--- src/logic/timer_counter_map.svh ---
// Notes on behaviour
// RQ1: Tick from clock select: div 2/4/8 or external
// RQ2: 16-bit up counter, high and low bytes
// RQ3: Main and alternate views read identical count
// RQ4: Low byte write forces counter to FFFCh
// RQ5: Reset and only reload value is FFFCh
// RQ6: High read buffers low byte for later
// RQ7: Buffer frozen until low byte read
// RQ8: Lone low read returns live low byte
// RQ9: Wrap FFFFh to 0000h sets overflow flag
// RQ10: Interrupt needs enable set, CPU mask clear
// RQ11: Clear: status read with flag, then low access
// RQ12: Alternate low access never touches overflow flag
// RQ13: Counter keeps counting in wait mode
// RQ14: Halt freezes counter; reset restarts FFFCh
// RQ15: External clock at least four times slower
// RQ16: Unbonded timer input reads as one
// RQ17: Instances share nothing, count in step
// RQ18: External clock only when select is 11
// RQ19: Edge select bit picks rising or falling
// RQ20: External edges resynchronised, four clocks apart
// RQ21: Select 00/01/10 means divide 4/2/8
`ifndef TIMER_COUNTER_MAP_SVH
`define TIMER_COUNTER_MAP_SVH
`define TCM_ADDR_CHR_HI   8'h00
`define TCM_ADDR_CNT_LO   8'h04
`define TCM_ADDR_ALT_HI   8'h08
`define TCM_ADDR_ALT_LO   8'h0C
`define TCM_ADDR_STATUS   8'h10
`define TCM_ADDR_CTRL1    8'h14
`define TCM_ADDR_CTRL2    8'h18
`define TCM_RELOAD        16'hFFFC
`define TCM_STATUS_OVF    5
`define TCM_CTRL1_OVFIE   5
`define TCM_CTRL2_CSEL_LO 2
`define TCM_CTRL2_CSEL_HI 3
`define TCM_CTRL2_EDGE    0
`define TCM_CSEL_DIV4     2'h0
`define TCM_CSEL_DIV2     2'h1
`define TCM_CSEL_DIV8     2'h2
`define TCM_CSEL_EXT      2'h3
`define TCM_RESP_OKAY     2'h0
`define TCM_RESP_SLVERR   2'h2
`endif

--- src/logic/timer_counter_pkg.sv ---
package timer_counter_pkg;
    typedef enum logic [1:0] {
        RD_IDLE,
        RD_RESP
    } rdState_t;
    typedef enum logic [1:0] {
        WR_IDLE,
        WR_RESP
    } wrState_t;
endpackage

--- src/logic/timer_free_running_counter.sv ---
// Local design decisions: the placing of the registers and the AXI4-Lite interface to the registers.
`timescale 1ns/1ns
`include "timer_counter_map.svh"
module timer_free_running_counter (
    input  wire logic        clk_sys,        // System clock, 250 MHz
    input  wire logic        rst_n,          // Async reset, active low
    input  wire logic [7:0]  s_axi_awaddr,   // Write address
    input  wire logic        s_axi_awvalid,  // Write address valid
    output logic             s_axi_awready,  // Write address ready
    input  wire logic [31:0] s_axi_wdata,    // Write data
    input  wire logic [3:0]  s_axi_wstrb,    // Write strobes
    input  wire logic        s_axi_wvalid,   // Write data valid
    output logic             s_axi_wready,   // Write data ready
    output logic [1:0]       s_axi_bresp,    // Write response
    output logic             s_axi_bvalid,   // Write response valid
    input  wire logic        s_axi_bready,   // Write response ready
    input  wire logic [7:0]  s_axi_araddr,   // Read address
    input  wire logic        s_axi_arvalid,  // Read address valid
    output logic             s_axi_arready,  // Read address ready
    output logic [31:0]      s_axi_rdata,    // Read data
    output logic [1:0]       s_axi_rresp,    // Read response
    output logic             s_axi_rvalid,   // Read data valid
    input  wire logic        s_axi_rready,   // Read data ready
    input  wire logic        extClkPin,      // External timer clock pin
    input  wire logic        extClkBonded,   // High when the pin is bonded out
    input  wire logic        cpuIrqMask,     // CPU interrupt mask bit
    input  wire logic        haltMode,       // Halt low-power mode active
    input  wire logic        waitMode,       // Wait low-power mode active
    output logic             timerIrq,       // Overflow interrupt request
    output logic [15:0]      countValue      // Counter value for other timer units
);
    logic        rstSync1_q;
    logic        rstSync2_q;
    logic        rstIn_n;
    logic [15:0] count_q;
    logic [7:0]  loBuf_q;
    logic        seqOpen_q;
    logic        ovf_q;
    logic        ovfArmed_q;
    logic        ovfIe_q;
    logic [7:0]  ctrl1_q;
    logic [7:0]  ctrl2_q;
    logic [2:0]  presc_q;
    logic        extSync1_q;
    logic        extSync2_q;
    logic        extPrev_q;
    logic        extInput;
    logic        tick;
    logic        intTick;
    logic        extTick;
    logic [1:0]  csel;
    logic        wrFire;
    logic        rdFire;
    logic [7:0]  awAddr_q;
    logic [31:0] wData_q;
    logic [3:0]  wStrb_q;
    logic        awHave_q;
    logic        wHave_q;
    logic [7:0]  rdAddr;
    logic        loAccessMain;
    logic        loAccessAlt;
    logic        loWrite;
    logic        statusRead;
    logic [31:0] rdData;
    logic        rdErr;
    timer_counter_pkg::rdState_t rdState_q;
    timer_counter_pkg::wrState_t wrState_q;

    // Reset release through two flops
    always_ff @(posedge clk_sys or negedge rst_n)
    begin
        if (!rst_n)
        begin
            rstSync1_q <= 1'b0;
            rstSync2_q <= 1'b0;
        end
        else
        begin
            rstSync1_q <= 1'b1;
            rstSync2_q <= rstSync1_q;
        end
    end
    assign rstIn_n = rstSync2_q;

    // Select-field decode, used by prescaler and assertions
    function automatic logic divTap(input logic [1:0] sel, input logic [2:0] pr);
        case (sel)
            `TCM_CSEL_DIV2: divTap = (pr[0] == 1'b1);
            `TCM_CSEL_DIV4: divTap = (pr[1:0] == 2'h3);
            `TCM_CSEL_DIV8: divTap = (pr == 3'h7);
            default:        divTap = 1'b0;
        endcase
    endfunction

    assign csel = ctrl2_q[`TCM_CTRL2_CSEL_HI:`TCM_CTRL2_CSEL_LO];

    // Internal prescaler, stopped in halt; wait has no effect
    // RQ13 wait ignored, RQ14 halt freeze
    always_ff @(posedge clk_sys or negedge rstIn_n)
    begin
        if (!rstIn_n)
            presc_q <= 3'h0;
        else if (!haltMode)
            presc_q <= presc_q + 3'h1;
    end

    // RQ21 select encoding
    assign intTick = (csel != `TCM_CSEL_EXT) && divTap(csel, presc_q);

    // RQ16 unbonded input reads one
    assign extInput = extClkBonded ? extClkPin : 1'b1;

    // External clock resynchroniser and edge memory
    // RQ20 edge synchronisation
    always_ff @(posedge clk_sys or negedge rstIn_n)
    begin
        if (!rstIn_n)
        begin
            extSync1_q <= 1'b1;
            extSync2_q <= 1'b1;
            extPrev_q  <= 1'b1;
        end
        else
        begin
            extSync1_q <= extInput;
            extSync2_q <= extSync1_q;
            extPrev_q  <= extSync2_q;
        end
    end

    // RQ19 edge select, RQ18 external only on 11
    assign extTick = (csel == `TCM_CSEL_EXT) &&
                     (ctrl2_q[`TCM_CTRL2_EDGE] ? (extSync2_q && !extPrev_q)
                                               : (!extSync2_q && extPrev_q));

    // RQ1 tick source
    assign tick = !haltMode && (intTick || extTick);

    // Bus side effect decode
    assign wrFire       = (wrState_q == timer_counter_pkg::WR_IDLE) && awHave_q && wHave_q;
    assign rdFire       = s_axi_arvalid && s_axi_arready;
    assign rdAddr       = {s_axi_araddr[7:2], 2'b00};
    assign loWrite      = wrFire && (awAddr_q == `TCM_ADDR_CNT_LO || awAddr_q == `TCM_ADDR_ALT_LO)
                          && wStrb_q[0];
    assign loAccessMain = (rdFire && rdAddr == `TCM_ADDR_CNT_LO) ||
                          (wrFire && awAddr_q == `TCM_ADDR_CNT_LO);
    assign loAccessAlt  = (rdFire && rdAddr == `TCM_ADDR_ALT_LO) ||
                          (wrFire && awAddr_q == `TCM_ADDR_ALT_LO);
    assign statusRead   = rdFire && rdAddr == `TCM_ADDR_STATUS;

    // Free-running counter
    // RQ2 up count, RQ4 low write reload, RQ5 only reload value
    // RQ17 no shared state, fixed start
    always_ff @(posedge clk_sys or negedge rstIn_n)
    begin
        if (!rstIn_n)
            count_q <= `TCM_RELOAD;
        else if (loWrite)
            count_q <= `TCM_RELOAD;
        else if (tick)
            count_q <= count_q + 16'h0001;
    end
    assign countValue = count_q;

    // Low byte buffer for high-then-low reads
    // RQ6 capture, RQ7 freeze until low read
    always_ff @(posedge clk_sys or negedge rstIn_n)
    begin
        if (!rstIn_n)
        begin
            seqOpen_q <= 1'b0;
            loBuf_q   <= 8'h00;
        end
        else if (rdFire && (rdAddr == `TCM_ADDR_CHR_HI || rdAddr == `TCM_ADDR_ALT_HI))
        begin
            if (!seqOpen_q)
                loBuf_q <= count_q[7:0];
            seqOpen_q <= 1'b1;
        end
        else if (rdFire && (rdAddr == `TCM_ADDR_CNT_LO || rdAddr == `TCM_ADDR_ALT_LO))
            seqOpen_q <= 1'b0;
    end

    // Overflow flag with two-step clear; a wrap wins over clear
    // RQ9 set on wrap, RQ11 two-step clear, RQ12 alternate ignored
    always_ff @(posedge clk_sys or negedge rstIn_n)
    begin
        if (!rstIn_n)
        begin
            ovf_q      <= 1'b0;
            ovfArmed_q <= 1'b0;
        end
        else
        begin
            if (tick && !loWrite && count_q == 16'hFFFF)
                ovf_q <= 1'b1;
            else if (loAccessMain && ovfArmed_q)
                ovf_q <= 1'b0;
            if (statusRead && ovf_q)
                ovfArmed_q <= 1'b1;
            else if (loAccessMain)
                ovfArmed_q <= 1'b0;
        end
    end

    // RQ10 gated interrupt request
    assign ovfIe_q  = ctrl1_q[`TCM_CTRL1_OVFIE];
    assign timerIrq = ovf_q && ovfIe_q && !cpuIrqMask;

    // Control registers
    always_ff @(posedge clk_sys or negedge rstIn_n)
    begin
        if (!rstIn_n)
        begin
            ctrl1_q <= 8'h00;
            ctrl2_q <= 8'h00;
        end
        else if (wrFire && wStrb_q[0])
        begin
            if (awAddr_q == `TCM_ADDR_CTRL1)
                ctrl1_q <= wData_q[7:0];
            if (awAddr_q == `TCM_ADDR_CTRL2)
                ctrl2_q <= wData_q[7:0];
        end
    end

    // Write channel: hold address and data, accept in either order
    always_ff @(posedge clk_sys or negedge rstIn_n)
    begin
        if (!rstIn_n)
        begin
            awHave_q  <= 1'b0;
            wHave_q   <= 1'b0;
            awAddr_q  <= 8'h00;
            wData_q   <= 32'h00000000;
            wStrb_q   <= 4'h0;
            wrState_q <= timer_counter_pkg::WR_IDLE;
        end
        else
        begin
            if (s_axi_awvalid && s_axi_awready)
            begin
                awHave_q <= 1'b1;
                awAddr_q <= {s_axi_awaddr[7:2], 2'b00};
            end
            if (s_axi_wvalid && s_axi_wready)
            begin
                wHave_q <= 1'b1;
                wData_q <= s_axi_wdata;
                wStrb_q <= s_axi_wstrb;
            end
            case (wrState_q)
                timer_counter_pkg::WR_IDLE:
                    if (wrFire)
                    begin
                        awHave_q  <= 1'b0;
                        wHave_q   <= 1'b0;
                        wrState_q <= timer_counter_pkg::WR_RESP;
                    end
                timer_counter_pkg::WR_RESP:
                    if (s_axi_bready)
                        wrState_q <= timer_counter_pkg::WR_IDLE;
                default:
                    wrState_q <= timer_counter_pkg::WR_IDLE;
            endcase
        end
    end

    assign s_axi_awready = !awHave_q && (wrState_q == timer_counter_pkg::WR_IDLE);
    assign s_axi_wready  = !wHave_q && (wrState_q == timer_counter_pkg::WR_IDLE);
    assign s_axi_bvalid  = (wrState_q == timer_counter_pkg::WR_RESP);

    // Write response kept from the decoded address
    always_ff @(posedge clk_sys or negedge rstIn_n)
    begin
        if (!rstIn_n)
            s_axi_bresp <= `TCM_RESP_OKAY;
        else if (wrFire)
            s_axi_bresp <= (awAddr_q == `TCM_ADDR_CNT_LO || awAddr_q == `TCM_ADDR_ALT_LO ||
                            awAddr_q == `TCM_ADDR_CTRL1 || awAddr_q == `TCM_ADDR_CTRL2)
                           ? `TCM_RESP_OKAY : `TCM_RESP_SLVERR;
    end

    // Read mux
    // RQ3 identical views, RQ8 live low byte
    always_comb
    begin
        rdData = 32'h00000000;
        rdErr  = 1'b0;
        case ({rdAddr[7:2], 2'b00})
            `TCM_ADDR_CHR_HI,
            `TCM_ADDR_ALT_HI: rdData[7:0] = count_q[15:8];
            `TCM_ADDR_CNT_LO,
            `TCM_ADDR_ALT_LO: rdData[7:0] = seqOpen_q ? loBuf_q : count_q[7:0];
            `TCM_ADDR_STATUS: rdData[`TCM_STATUS_OVF] = ovf_q;
            `TCM_ADDR_CTRL1:  rdData[7:0] = ctrl1_q;
            `TCM_ADDR_CTRL2:  rdData[7:0] = ctrl2_q;
            default:          rdErr = 1'b1;
        endcase
    end

    // Read channel: one read at a time, data registered
    always_ff @(posedge clk_sys or negedge rstIn_n)
    begin
        if (!rstIn_n)
        begin
            rdState_q   <= timer_counter_pkg::RD_IDLE;
            s_axi_rdata <= 32'h00000000;
            s_axi_rresp <= `TCM_RESP_OKAY;
        end
        else
        begin
            case (rdState_q)
                timer_counter_pkg::RD_IDLE:
                    if (rdFire)
                    begin
                        s_axi_rdata <= rdData;
                        s_axi_rresp <= rdErr ? `TCM_RESP_SLVERR : `TCM_RESP_OKAY;
                        rdState_q   <= timer_counter_pkg::RD_RESP;
                    end
                timer_counter_pkg::RD_RESP:
                    if (s_axi_rready)
                        rdState_q <= timer_counter_pkg::RD_IDLE;
                default:
                    rdState_q <= timer_counter_pkg::RD_IDLE;
            endcase
        end
    end
    assign s_axi_arready = (rdState_q == timer_counter_pkg::RD_IDLE);
    assign s_axi_rvalid  = (rdState_q == timer_counter_pkg::RD_RESP);
endmodule

--- config.mk ---
export PLATFORM = sky130hd
export DESIGN_NAME = timer_free_running_counter
export DESIGN_NICKNAME = d
export VERILOG_FILES = /design/src/logic/timer_counter_pkg.sv /design/src/logic/timer_free_running_counter.sv
export VERILOG_INCLUDE_DIRS = /design/src /design/src/logic
export SDC_FILE = /design/constraint.sdc
export NUM_CORES = 1
export LEC_CHECK = 0
export BUFFER_PORTS_ARGS = -buffer_cell sky130_fd_sc_hd__buf_4
export CAP_MARGIN = 20
export CORE_MARGIN = 2
export CORE_UTILIZATION = 50
export CTS_CLUSTER_DIAMETER = 100
export CTS_CLUSTER_SIZE = 20
export DETAILED_ROUTE_END_ITERATION = 10
export PLACE_DENSITY = 0.87
export SLEW_MARGIN = 20
export SYNTH_ARGS = -nofsm -noshare
export SYNTH_HDL_FRONTEND = slang
export SYNTH_SLANG_ARGS = --single-unit
--- constraint.sdc ---
create_clock -name clk_sys -period 4.08 [get_ports clk_sys]
set_clock_uncertainty 0.1 [all_clocks]
set_input_delay 0.816 -clock clk_sys [delete_from_list [all_inputs] [get_ports clk_sys]]
set_output_delay 0.816 -clock clk_sys [all_outputs]
set_load 0.02 [all_outputs]
## After elaboration in Yosys (flattened, before gate mapping)

Cells that the tools add are included.

- Memories: 0
- Bits in registers: 84
- Output and inout bits: 58
- Memory bits (writable): 0
- Bits in read-only memories: 0
- Bits in latches: 0

- Bitwise logic cells: 0
- Div/mod/pow operators: 0
- Multiply operators: 0
- Add/sub/neg operators: 2
- $lt $le $gt $ge: 0
- Multiplexer cells: 29
- Shifts and indexed selects: 0
- Equal/unequal tests: 23
- Reduce and logical (&&, ||, !) cells: 57

Operator list:

| cell | count |
|---|---|
| 2-to-1 mux 16 bit | 2 |
| equality test 6 x 3 -> 1 bit, second input constant | 5 |
| logical AND 1 bit | 26 |
| one-hot mux 5 bit (4 select lines) | 1 |
| equality test 6 x 2 -> 1 bit, second input constant | 3 |
| adder 16 x 1 -> 16 bit, second input constant | 1 |
| equality test 16 bit, second input constant | 1 |
| 2-to-1 mux 1 bit | 14 |
| equality test 6 x 1 -> 1 bit, second input constant | 2 |
| 2-to-1 mux 2 bit | 6 |
| AND reduction 2 bit | 5 |
| zero test 8 bit | 1 |
| 2-to-1 mux 8 bit | 1 |
| one-hot mux 2 bit (2 select lines) | 2 |
| one-hot mux 2 bit (4 select lines) | 1 |
| nonzero test 2 bit | 4 |
| zero test 1 bit | 7 |
| logical OR 1 bit | 7 |
| OR reduction 7 bit | 1 |
| equality test 2 x 1 -> 1 bit, second input constant | 3 |
| equality test 2 bit, second input constant | 3 |
| zero test 2 bit | 3 |
| zero test 6 bit | 1 |
| != test 2 x 1 -> 1 bit, second input constant | 3 |
| 6 further kinds | 8 |

## Logic depth before layout (Yosys ltp)

Gate-level depths: netlist of the first run.

- Depth after elaboration: 9
- Mapped depth: 7
- Mapped depth without buffers: 6

## Least setup slack after synthesis of the first run

No wires, ideal clock.

- Path type: input to register
- From: input port s_axi_araddr[7]
- To: register loBuf_q[0]
- Library setup time: 125 ps
- Stages: 5
- Path buffers: 1
- Slack: 1741 ps
- Arrival time: 2114 ps
- Path through: nor4_4 -> nand2_1 -> or3_1 -> clkbuf_1 -> mux2_2

- Word-level cells in the longest chain between the ends: 3
- Elaborated cells between the ends (all ways): 4
- Classes of those cells: eq/ne: 1; reduce/logical: 3

RTL lines:

| what | RTL line | source |
|---|---|---|
| start: declaration | timer_free_running_counter.sv:17 | `input wire logic [7:0] s_axi_araddr,` |
| equality test 6 x 2 -> 1 bit / zero test 8 bit (equally long branches) | -- |  |
| logical OR 1 bit (no line) * | -- |  |
| logical AND 1 bit * | timer_free_running_counter.sv:174 | `` else if (rdFire && (rdAddr == `TCM_ADDR_CHR_HI \|\| rdAddr == `TCM_ADDR_ALT_HI)) `` |
| end signal: assignment | timer_free_running_counter.sv:177 | `loBuf_q <= count_q[7:0];` |
| end: declaration | timer_free_running_counter.sv:36 | `logic [7:0] loBuf_q;` |

Mark *: on every way between the ends. The rest lies on a longest branch, timed or not.
A chain may end at the register's enable or synchronous reset.

## Worst setup path in the final report of the first run

- From: register extPrev_q
- To: register count_q[14] (netlist: countValue[14])

- Word-level cells in the longest chain between the ends: 7
- Elaborated cells between the ends (all ways): 8
- Classes of those cells: mux: 1; reduce/logical: 7

RTL lines:

| what | RTL line | source |
|---|---|---|
| start: declaration | timer_free_running_counter.sv:46 | `logic extPrev_q;` |
| start signal: assignment | timer_free_running_counter.sv:127 | `extPrev_q <= extSync2_q;` |
| zero test 1 bit | timer_free_running_counter.sv:133 | `` (ctrl2_q[`TCM_CTRL2_EDGE] ? (extSync2_q && !extPrev_q) `` |
| logical AND 1 bit | timer_free_running_counter.sv:133 |  |
| 2-to-1 mux 1 bit * | timer_free_running_counter.sv:133 |  |
| logical AND 1 bit * | timer_free_running_counter.sv:132 | `` assign extTick = (csel == `TCM_CSEL_EXT) && `` |
| logical OR 1 bit * | timer_free_running_counter.sv:137 | `assign tick = !haltMode && (intTick \|\| extTick);` |
| logical AND 1 bit * | timer_free_running_counter.sv:137 |  |
| nonzero test 2 bit (no line) * | -- |  |
| end signal: assignment | timer_free_running_counter.sv:157 | `` count_q <= `TCM_RELOAD; `` |
| end signal: assignment | timer_free_running_counter.sv:159 | `` count_q <= `TCM_RELOAD; `` |
| end signal: assignment | timer_free_running_counter.sv:161 | `count_q <= count_q + 16'h0001;` |
| end: declaration | timer_free_running_counter.sv:35 | `logic [15:0] count_q;` |

Marks and branches as above.

==> summary.md, run 1 <==
| Metric | Value |
|---|---|
| Core ar. | `7767 um2` |
| Port Buffers | `63` |
| TritonCTS clock tree | `done` |
| Met2 WL | `4.116 mm` |
| Number of global-route vias before repair | `2888` |
| Share of cells above drive strength 1 | `35.06%` |
| Die width | `93.79 um` |
| Worst Hold Class | `primary input to asynchronous set/reset pin` |
| Post-synth EDFFs | `0` |
| CP max FO | `20` |
| Total Power | `2.729 mW` |
| Required @ worst endpoint | `4260 ps` |
| Initial drt markers | `289` |
| Min cycle time layout | `2381 ps` |
| TritonCTS Sinks | `80` |
| Crit Path Class | `register to register` |
| VDD IR max | `0.0003662 V` |
| Crit start category | `register` |
| Worst-path clk slew | `80 ps` |
| Distinct cells, synth | `50` |
| Async S/R FF share, synth | `100.0%` |
| Simple-Gate Fraction of Synth Area | `16.60%` |
| Leakage | `2.103 nW` |
| Vias post-DR | `3015` |
| Setup violators final | `0` |
| H-tree levels | `3` |
| Root buf cell | `clkbuf_8` |
| Synth warn | `0` |
| Multiplexer share of the synthesized area | `14.71%` |
| First-pass GRT wire length | `13.75 mm` |
| PD cells | `582.1 nW/um2` |
| Pin count of the biggest net entering global routing | `34` |
| Commonest non-fill, non-tap cell in the layout | `buf_4` |
| Antenna diodes | `0` |
| Main combinational cell family by area after synthesis | `simple AND/OR/NAND/NOR gates` |
| Run status | `finished clean` |
| Average wire per standard cell | `15.85 um` |
| Xor and xnor area share after synthesis | `0.6518%` |
| Ys flop type | `dfrtp_1` |
| Final GP Congestion | `0.8787` |
| Initial Util | `51.90%` |
| Antenna violations before repair | `0` |
| Final Max Slew Viols | `0` |
| RSZ-0062 raised after global routing | `no` |
| Die area | `8797 um2` |
| Max clock buf depth | `2` |
| Postcts setup bufs | `0` |
| Fraction of the mapped netlist area in adder cells | `0.9311%` |
| Pre-antenna DRT Iters | `5` |
| Crit. End Element | `register` |
| Die Ht | `93.79 um` |
| Slew @ Worst Pin | `789.8 ps` |
| WL met3 | `622 um` |
| Compound-Gate Fraction of Synth Area | `9.590%` |
| Fin nets | `487` |
| Max Used Layer | `met4` |
| Via/cell ratio | `5.721` |
| Rel. slew slack | `47.03%` |
| Antenna-violating nets left | `0` |
| Area Growth Syn to Fin | `16.29%` |
| Flops & latches, synth | `80` |
| Total congestion overflow | `0` |
| I/O pin cnt | `122` |
| Synth Cell Area | `4031 um2` |
| Most frequent cells in the layout | `buf_4 (66), dfrtp_1 (62), mux2_2 (42)` |
| Post-cts gate resize count | `0` |
| Max frequency | `0.4200 GHz` |
| Global-route usage over all layers | `20.08%` |
| Hold Buf Count CTS | `0` |
| CTS buffer count | `9` |
| Final hold viol count | `0` |
| TNS Setup | `0 ps` |
| Period Utilization, post-route | `58.36%` |
| Hpwl dp | `6.026 mm` |
| Total of max-cap violations | `0` |
| Clock latency on the worst-skew pair | `360 ps` |
| # DRC | `0` |
| Register area share after synthesis | `50.19%` |
| Synth Area per Inst | `11.20 um2` |
| Crit path arrival time | `2570 ps` |
| Worst hold margin | `125.8 ps` |
| Detailed Route WL | `8.354 mm` |
| Post-synthesis cell count | `360` |
| Metal-1 WL | `3.417 mm` |
| # rows | `32` |
sequential cells by signal (all words and copies together), names as in the netlist, 3 cells and up:
name,flops
awAddr_q,6
countValue,16
ctrl1_q,8
ctrl2_q,8
loBuf_q,8
presc_q,3
s_axi_rdata,8
wData_q,8
layout make-up:
| class | count | area (um2) |
|---|---|---|
| sequential | 80 | 2024 |
| clock inverter | 4 | 52.55 |
| tap | 102 | 127.6 |
| fill | 651 | 3079 |
| multi-input combinational | 257 | 1821 |
| clock buffer | 12 | 145.1 |
| inverter | 6 | 22.52 |
| timing repair buffer | 66 | 495.5 |
cell usage after synthesis (all sizes together), types with 2 or more instances:
| library cell | number | share of area, % |
|---|---|---|
| mux2 | 42 | 12 |
| nand3b | 2 | 0.37 |
| a21o | 3 | 0.56 |
| nand3 | 12 | 1.5 |
| buf | 29 | 5.4 |
| a31o | 2 | 0.43 |
| or4 | 4 | 0.74 |
| nor3 | 5 | 0.62 |
| o31a | 5 | 1.1 |
| clkbuf | 13 | 1.2 |
| o21ai | 15 | 1.9 |
| nor2b | 7 | 1.1 |
| dfrtp | 63 | 39 |
| conb | 2 | 0.19 |
| and2 | 4 | 0.62 |
| nand2 | 22 | 2.0 |
| inv | 6 | 0.56 |
| a221oi | 2 | 0.43 |
| nand2b | 4 | 0.62 |
| a222oi | 5 | 1.2 |
| or3 | 9 | 1.6 |
| ha | 3 | 0.93 |
| mux2i | 12 | 3.0 |
| a31oi | 3 | 0.47 |
| nor3b | 4 | 1.3 |
| nand4 | 4 | 0.62 |
| and3 | 6 | 0.93 |
| a21oi | 11 | 1.4 |
| and4 | 4 | 0.87 |
| nor4 | 10 | 1.9 |
| nor2 | 16 | 1.5 |
| dfstp | 17 | 11 |
| xnor2 | 2 | 0.43 |
power breakdown:
| group | switching [mW] | internal, mW | leakage (nW) |
|---|---|---|---|
| Clock | 0.284 | 0.302 | 0.101 |
| Sequential | 0.265 | 1.05 | 0.985 |
| Combinational | 0.409 | 0.415 | 1.02 |
worst max-delay path: stages (launching register included):
cell      delay (ps)
dfstp_2          540
or3b_2           460
o2111a_1         400
or4_1            630
mux2i_1          180
stage by stage:
stage / std cells / setup slack, ps / utilization [%] / area, um2
CTS: 527 / 1721 / 60.36 / 4688
floorplan: 385 / 1617 / - / 4125
global placement: 511 / 1415 / 57.81 / 4491
global route: 527 / 1603 / 60.36 / 4688
finish: 527 / 1699 / 60.36 / 4688
detailed placement: 511 / 1382 / 57.81 / 4491
per-layer routing:
metal / track usage (%) / vias to the layer above
li1: - / 1386
met2: 32.80 / 147
met5: 0 / -
met3: 3.130 / 12
met1: 26.27 / 1470
met4: 9.420 / 0
logic make-up after synthesis:
kind of cell    count (synthesis)
other cells                     2
mux                            54
xor+xnor                        3
fa+ha+maj                       3
buf+inv                        48
flops                          80
simple gates                  114
compound gates                 56
path summary, 6_finish.rpt:
path                                                   end  slack, ps  cells after the start                  from
worst min register to register      wStrb_q[0]$_DFFE_PN0P_        180                      0     rstIn_n$_DFF_PN0_
worst min-delay path                     rstIn_n$_DFF_PN0_        130                      1                 rst_n
worst max-delay path            countValue[14]$_DFFE_PN1P_       1700                      4   extPrev_q$_DFF_PN1_
min in group clk_sys                     rstIn_n$_DFF_PN0_        260                      0  rstSync1_q$_DFF_PN0_
worst max register to register  countValue[14]$_DFFE_PN1P_       1700                      4   extPrev_q$_DFF_PN1_
max in group asynchronous       s_axi_rdata[5]$_DFFE_PN0P_       2860                      1     rstIn_n$_DFF_PN0_
Power figures use the tool's default switching activity.
==> run 2: changes to the inputs <==
--- a/config.mk
+++ b/config.mk
@@ -9,11 +9,11 @@
 export BUFFER_PORTS_ARGS = -buffer_cell sky130_fd_sc_hd__buf_4
 export CAP_MARGIN = 20
 export CORE_MARGIN = 2
-export CORE_UTILIZATION = 50
+export CORE_UTILIZATION = 47
 export CTS_CLUSTER_DIAMETER = 100
 export CTS_CLUSTER_SIZE = 20
 export DETAILED_ROUTE_END_ITERATION = 10
-export PLACE_DENSITY = 0.87
+export PLACE_DENSITY = 0.86
 export SLEW_MARGIN = 20
 export SYNTH_ARGS = -nofsm -noshare
 export SYNTH_HDL_FRONTEND = slang
==> constraint.sdc (replaced) <==
create_clock -name clk_sys -period 2.1 [get_ports clk_sys]
set_clock_uncertainty 0.1 [all_clocks]
set_input_delay 0.42 -clock clk_sys [delete_from_list [all_inputs] [get_ports clk_sys]]
set_output_delay 0.42 -clock clk_sys [all_outputs]
set_load 0.02 [all_outputs]
==> run 2 against run 1 <==
- core utilization grew 2.0 points
- sequential share of layout area down 3.8 points
- count of clock-buffer cells in the layout decreased by 2
- non-clock buffer count is 28 higher
- first-iteration DRC count increased by 6.9%
- power up 120%
- clock power up 130%
- worst setup slack worse by 1700 ps
- worst hold slack got worse by 14 ps
- critical path type unchanged
==> summary.md, run 2 (synthesis gave the netlist of run 1 again) <==
| Metric | Value |
|---|---|
| # DRC | `0` |
| Filler cell count | `633` |
| Die width | `96.62 um` |
| H-tree levels | `3` |
| Rel. slew slack | `57.69%` |
| Area Growth Syn to Fin | `27.72%` |
| Pre-antenna DRT Iters | `5` |
| Int Power | `3.901 mW` |
| Hpwl dp | `6.330 mm` |
| Commonest non-fill, non-tap cell in the layout | `buf_4` |
| Average wire per standard cell | `16.79 um` |
| CP max FO | `6` |
| Clock power share | `23.2%` |
| Detailed Route WL | `9.388 mm` |
| PD cells | `1140 nW/um2` |
| Area after DPL | `4726 um2` |
| Total congestion overflow | `0` |
| Worst hold margin | `111.7 ps` |
| TritonCTS Sinks | `80` |
| Routing usage on met3 | `4.480%` |
| GR Util met2 | `31.41%` |
| Vias post-DR | `3197` |
| Most frequent cells in the layout | `buf_4 (86), dfrtp_1 (61), mux2_2 (28)` |
| Largest register FFs | `16` |
| Area used by multi-input combinational logic | `1956 um2` |
| Combinational Power Share | `34.0%` |
| Seq pwr share | `42.8%` |
| Gr busiest metal | `met2` |
| Max clock buf depth | `2` |
| Final GP Congestion | `0.8985` |
| Fin util | `62.35%` |
| Setup violators final | `0` |
| Crit Path Class | `register to register` |
| Area occupied by registers | `2026 um2` |
| Crit path arrival time | `2250 ps` |
| Period Utilization, post-route | `99.35%` |
| Min cycle time layout | `2086 ps` |
| Reg2reg start | `presc_q[1]$_DFFE_PN0N_` |
| Required @ worst endpoint | `2270 ps` |
| CTS buffer count | `9` |
| Die Ht | `96.62 um` |
| Leakage | `2.300 nW` |
| Run status | `finished clean` |
| Initial drt markers | `309` |
| Cells on worst reg2reg path | `6` |
| Fin nets | `516` |
| I/O pin cnt | `122` |
| Met1 GRT Util | `25.17%` |
| Initial Util | `48.82%` |
| RSZ-0062 raised after global routing | `yes` |
| Port Buffers | `63` |
| Final hold viol count | `0` |
| Setup crit end | `countValue[12]$_DFFE_PN1P_` |
| Clock latency on the worst-skew pair | `340 ps` |
| Worst-path clk slew | `80 ps` |
| Core ar. | `8258 um2` |
| Share of cells above drive strength 1 | `41.19%` |
| Worst Hold Class | `primary input to register` |
| Antenna violations before repair | `0` |
| Via/cell ratio | `5.719` |
| VDD IR max | `0.0007977 V` |
| Root buf cell | `clkbuf_8` |
| Final Max Slew Viols | `0` |
| FF-to-FF setup slack | `10 ps` |
| Global-route usage over all layers | `19.31%` |
| First-pass GRT wire length | `14.88 mm` |
| Crit. End Element | `register` |
| Reg2reg end | `countValue[12]$_DFFE_PN1P_` |
| Sw frac | `33.53%` |
| # rows | `33` |
| Critical path origin | `presc_q[1]$_DFFE_PN0N_` |
| Number of global-route vias before repair | `3130` |
| Antenna-violating nets left | `0` |
| Die area | `9334 um2` |
| Switching power | `1.967 mW` |
| Pin count of the biggest net entering global routing | `79` |
| TNS Setup | `0 ps` |
| Slew @ Worst Pin | `634.1 ps` |
| Max frequency | `0.4793 GHz` |
| Total Power | `5.868 mW` |
| Total of max-cap violations | `0` |
| Final instance area | `5149 um2` |
| Crit start category | `register` |
| Antenna diodes | `0` |
| TritonCTS clock tree | `done` |
[run 2: changes by cell type in the layout (fill, tap and decap cells not counted), moves of 2 or more]
cell | previous run | this run
buf_6 | 0 | 3
bufinv_16 | 1 | 3
clkbuf_1 | 2 | 0
mux2_4 | 0 | 14
ha_1 | 3 | 1
buf_4 | 66 | 86
buf_12 | 0 | 4
ha_4 | 0 | 2
mux2_2 | 42 | 28
[run 2: layer usage]
metal,up-vias,part of all wire (%)
li1,1445,-
met1,1566,41
met2,168,50
met3,18,7.1
met4,0,1.5
met5,-,0
[run 2: critical path, cell delays in order, from the launching register on]
cell,delay [ps]
dfrtp_1,400
ha_4,180
ha_4,130
mux2i_4,80
a211o_4,390
or4_1,560
mux2i_1,180
[run 2: metrics by stage]
| step | setup WS (ps) | cells |
|---|---|---|
| 2_1_floorplan | -1.416 | 385 |
| 3_3_place_gp | -58.43 | 538 |
| 3_5_place_dp | -127.7 | 538 |
| 4_1_cts | 2.329 | 556 |
| 5_1_grt | -65.30 | 559 |
| 6_report | 13.59 | 559 |
[run 2: how the worst min path moves through the flow]
stage | startpoint | to | slack, ps | depth (start not counted)
after detailed placement | rst_n | rstSync1_q$_DFF_PN0_ | 100 | 1
after CTS | extClkBonded | extSync1_q$_DFF_PN1_ | 100 | 2
final | extClkBonded | extSync1_q$_DFF_PN1_ | 110 | 2
after floorplan | rst_n | rstIn_n$_DFF_PN0_ | 20 | 0
after global routing | extClkBonded | extSync1_q$_DFF_PN1_ | 100 | 2
after global placement | rst_n | rstSync1_q$_DFF_PN0_ | 100 | 1
[run 2: what timing repair did]
action	in CTS	in global routing
resized for setup	10	21
buffers inserted	1	2
pin swaps	4	7
cloned	0	1
hold buffers	1	0
setup endpoints to repair	23	23
hold endpoints to repair	2	0
[run 2: power by group through the flow]
stage	clock [mW]	sequential [mW]	combinational, mW
5_1_grt	1.46	2.57	2.16
3_3_place_gp	0	2.46	1.75
6_report	1.36	2.51	1.99
3_5_place_dp	0	2.49	1.83
4_1_cts	1.38	2.47	1.87
2_1_floorplan	0	2.57	1.04
[run 2: area by class of cell]
| class | instances | share of cell area (%) |
|---|---|---|
| clock buffers | 10 | 2.673 |
| multi-input cells | 258 | 37.98 |
| repair buffers | 94 | 14.95 |
| well taps | 105 | 2.552 |
| inverters | 6 | 0.4374 |
| clock inverters | 6 | 2.066 |
| flip-flops and latches | 80 | 39.34 |
==> run 3: changes to the inputs <==
==> constraint.sdc (replaced) <==
create_clock -name clk_sys -period 2.1 [get_ports clk_sys]
set_clock_uncertainty 0.1 [all_clocks]
set_input_delay 0.105 -clock clk_sys [delete_from_list [all_inputs] [get_ports clk_sys]]
set_output_delay 0.105 -clock clk_sys [all_outputs]
set_load 0.02 [all_outputs]
==> run 3 against run 2 <==
- the flow now finishes with violations (negative setup slack)
- sequential share of layout area shrank 1.7 points
- highest routed layer unchanged
- routed wire length rose by 5.1%
- worst hold slack worse by 100 ps
- core utilization grew 2.8 points
- clock power decreased by 23%
- combinational power increased by 7%
- final cell count increased by 5.2%
- fmax is 1.6% lower
- global-route usage rose by 1.7 points
- power decreased by 2.8%
- first-iteration DRC count decreased by 50%
==> summary.md, run 3 (synthesis gave the netlist of run 1 again) <==
| Metric | Value |
|---|---|
| Antenna-violating nets left | `0` |
| Initial Util | `48.82%` |
| Crit. End Element | `register` |
| Detailed Route WL | `9.866 mm` |
| Slew @ Worst Pin | `648.8 ps` |
| Failing checks | `negative setup slack` |
| Crit Path Class | `register to register` |
| I/O pin cnt | `122` |
| Pre-antenna DRT Iters | `7` |
| CP Cell Sequence | `ha_4, ha_4, mux2i_4, a211o_4, buf_6, o31a_1, or3_1` |
| CTS buffer count | `9` |
| CP max stage delay | `420 ps` |
| Die Ht | `96.62 um` |
| Share of cells above drive strength 1 | `40.79%` |
| Crit path arrival time | `2310 ps` |
| Combinational Power Share | `37.3%` |
| Setup violators final | `5` |
| Max frequency | `0.4717 GHz` |
| Cells on worst reg2reg path | `7` |
| Pin count of the biggest net entering global routing | `31` |
| Hold_sp | `s_axi_araddr[6]` |
| Switching power | `2.051 mW` |
| Area Growth Syn to Fin | `33.52%` |
| Number of global-route vias before repair | `3324` |
| CP max FO | `7` |
| Average wire per standard cell | `16.78 um` |
| VDD IR max | `0.0006972 V` |
| Leakage | `2.389 nW` |
| Die width | `96.62 um` |
| Seq pwr share | `44.3%` |
| Port Buffers | `63` |
| WHS Endpoint | `seqOpen_q$_DFFE_PN0P_` |
| Crit start category | `register` |
| Reg2reg start | `presc_q[0]$_DFFE_PN0N_` |
| Int Power | `3.651 mW` |
| Clock power share | `18.4%` |
| Reg2reg end | `countValue[8]$_DFFE_PN1P_` |
| Required @ worst endpoint | `2290 ps` |
| RSZ-0062 raised after global routing | `yes` |
| Hpwl dp | `6.464 mm` |
| Rel. slew slack | `56.75%` |
| Most frequent cells in the layout | `buf_4 (91), dfrtp_1 (61), conb_1 (27)` |
| Via/cell ratio | `5.600` |
| Global-route usage over all layers | `20.97%` |
| Period Utilization, post-route | `101.0%` |
| TritonCTS Sinks | `80` |
| Root buf cell | `clkbuf_8` |
| Clock latency on the worst-skew pair | `360 ps` |
| Final Max Slew Viols | `0` |
| Most frequent CP cell | `ha_4` |
| CP max-delay cell | `dfrtp_1` |
| Total of max-cap violations | `0` |
| Total congestion overflow | `0` |
| Fin nets | `545` |
| Min cycle time layout | `2120 ps` |
| Vias post-DR | `3293` |
| Total Power | `5.702 mW` |
| Commonest non-fill, non-tap cell in the layout | `buf_4` |
| Antenna diodes | `0` |
| Worst Hold Class | `primary input to register` |
| H-tree levels | `3` |
| DP Cell Count | `539` |
| PD cells | `1059 nW/um2` |
| Largest register FFs | `16` |
| Hold Path Stages | `4` |
| # rows | `33` |
| Worst-path clk slew | `90 ps` |
| # DRC | `0` |
| Die area | `9334 um2` |
| Pre-CTS setup slack | `-102.4 ps` |
| First-pass GRT wire length | `15.85 mm` |
| FF-to-FF setup slack | `-20 ps` |
| Antenna violations before repair | `0` |
| Sw frac | `35.97%` |
| Core ar. | `8258 um2` |
| Worst hold margin | `7.319 ps` |
| Final hold viol count | `0` |
| Final WS setup | `-20.15 ps` |
| TritonCTS clock tree | `done` |
| Max clock buf depth | `2` |
| Initial drt markers | `153` |
| Final GP Congestion | `0.9075` |
| Non-Filler Instances | `588` |
| Run status | `finished, violations left` |
run 3: cell count changes in the layout (fill, tap and decap cells not counted), sizes merged:
cell,delta
buf,+6
clkinvlp,+1
bufinv,-3
dlygate4sd3,+24
a211o,-1
inv,+1
clkinv,+1
run 3: through the flow:
stage                     cell area [um2]  util (%)  TNS, ps
after floorplan                      4128         -   -2.832
after global placement               4733     57.32   -143.2
after detailed placement             4733     57.32   -635.7
after CTS                            5241     63.47        0
after global routing                 5383     65.18   -653.0
final                                5383     65.18   -72.58
run 3: layout make-up:
class | count | area (um2)
fillers | 626 | 2875
flip-flops and latches | 80 | 2026
multi-input cells | 257 | 1971
repair buffers | 124 | 1052
clock buffers | 10 | 137.6
well taps | 105 | 131.4
clock inverters | 6 | 42.54
inverters | 6 | 22.52
run 3: critical path: cells and delay by family, from the launching register on:
kind	cells	cell delay, ps
AOI/OAI and AO/OA	2	630
adders and majority gates	2	330
buffers and inverters	1	150
DFF	1	420
muxes	1	70
and+or+nand+nor	1	360
run 3: what timing repair did:
item,in CTS,in global routing
setup endpoints to repair,14,28
cloned,0,1
hold buffers,25,0
hold endpoints to repair,25,0
buffers inserted,3,5
resized for setup,12,25
pin swaps,6,9
run 3: power groups by stage:
stage	combinational, mW	sequential [mW]	clock, mW
6_report	2.13	2.53	1.05
5_1_grt	2.30	2.59	1.14
4_1_cts	1.94	2.50	1.06
3_5_place_dp	1.82	2.51	0
3_3_place_gp	1.74	2.47	0
2_1_floorplan	1.04	2.57	0
run 3: how the worst max path moves through the flow:
| stage | start | endpoint | slack, ps | cells past startpoint |
|---|---|---|---|---|
| floorplan | extPrev_q$_DFF_PN1_ | countValue[15]$_DFFE_PN1P_ | -1 | 6 |
| global placement | extPrev_q$_DFF_PN1_ | countValue[9]$_DFFE_PN1P_ | -50 | 5 |
| detailed placement | presc_q[0]$_DFFE_PN0N_ | countValue[9]$_DFFE_PN1P_ | -100 | 7 |
| CTS | extPrev_q$_DFF_PN1_ | countValue[0]$_DFFE_PN0P_ | 0.1 | 6 |
| global route | presc_q[0]$_DFFE_PN0N_ | countValue[8]$_DFFE_PN1P_ | -70 | 7 |
| finish | presc_q[0]$_DFFE_PN0N_ | countValue[8]$_DFFE_PN1P_ | -20 | 7 |
run 3: metal layers:
metal / wire (um) / vias to the layer above / share of wire [%] / global-route usage [%]
met4: 225 / 0 / 2.3 / 9.642
met5: 0 / - / 0 / 0
met1: 3942 / 1608 / 40 / 24.62
li1: - / 1511 / - / -
met3: 680 / 25 / 6.9 / 5.419
met2: 5019 / 149 / 51 / 36.00
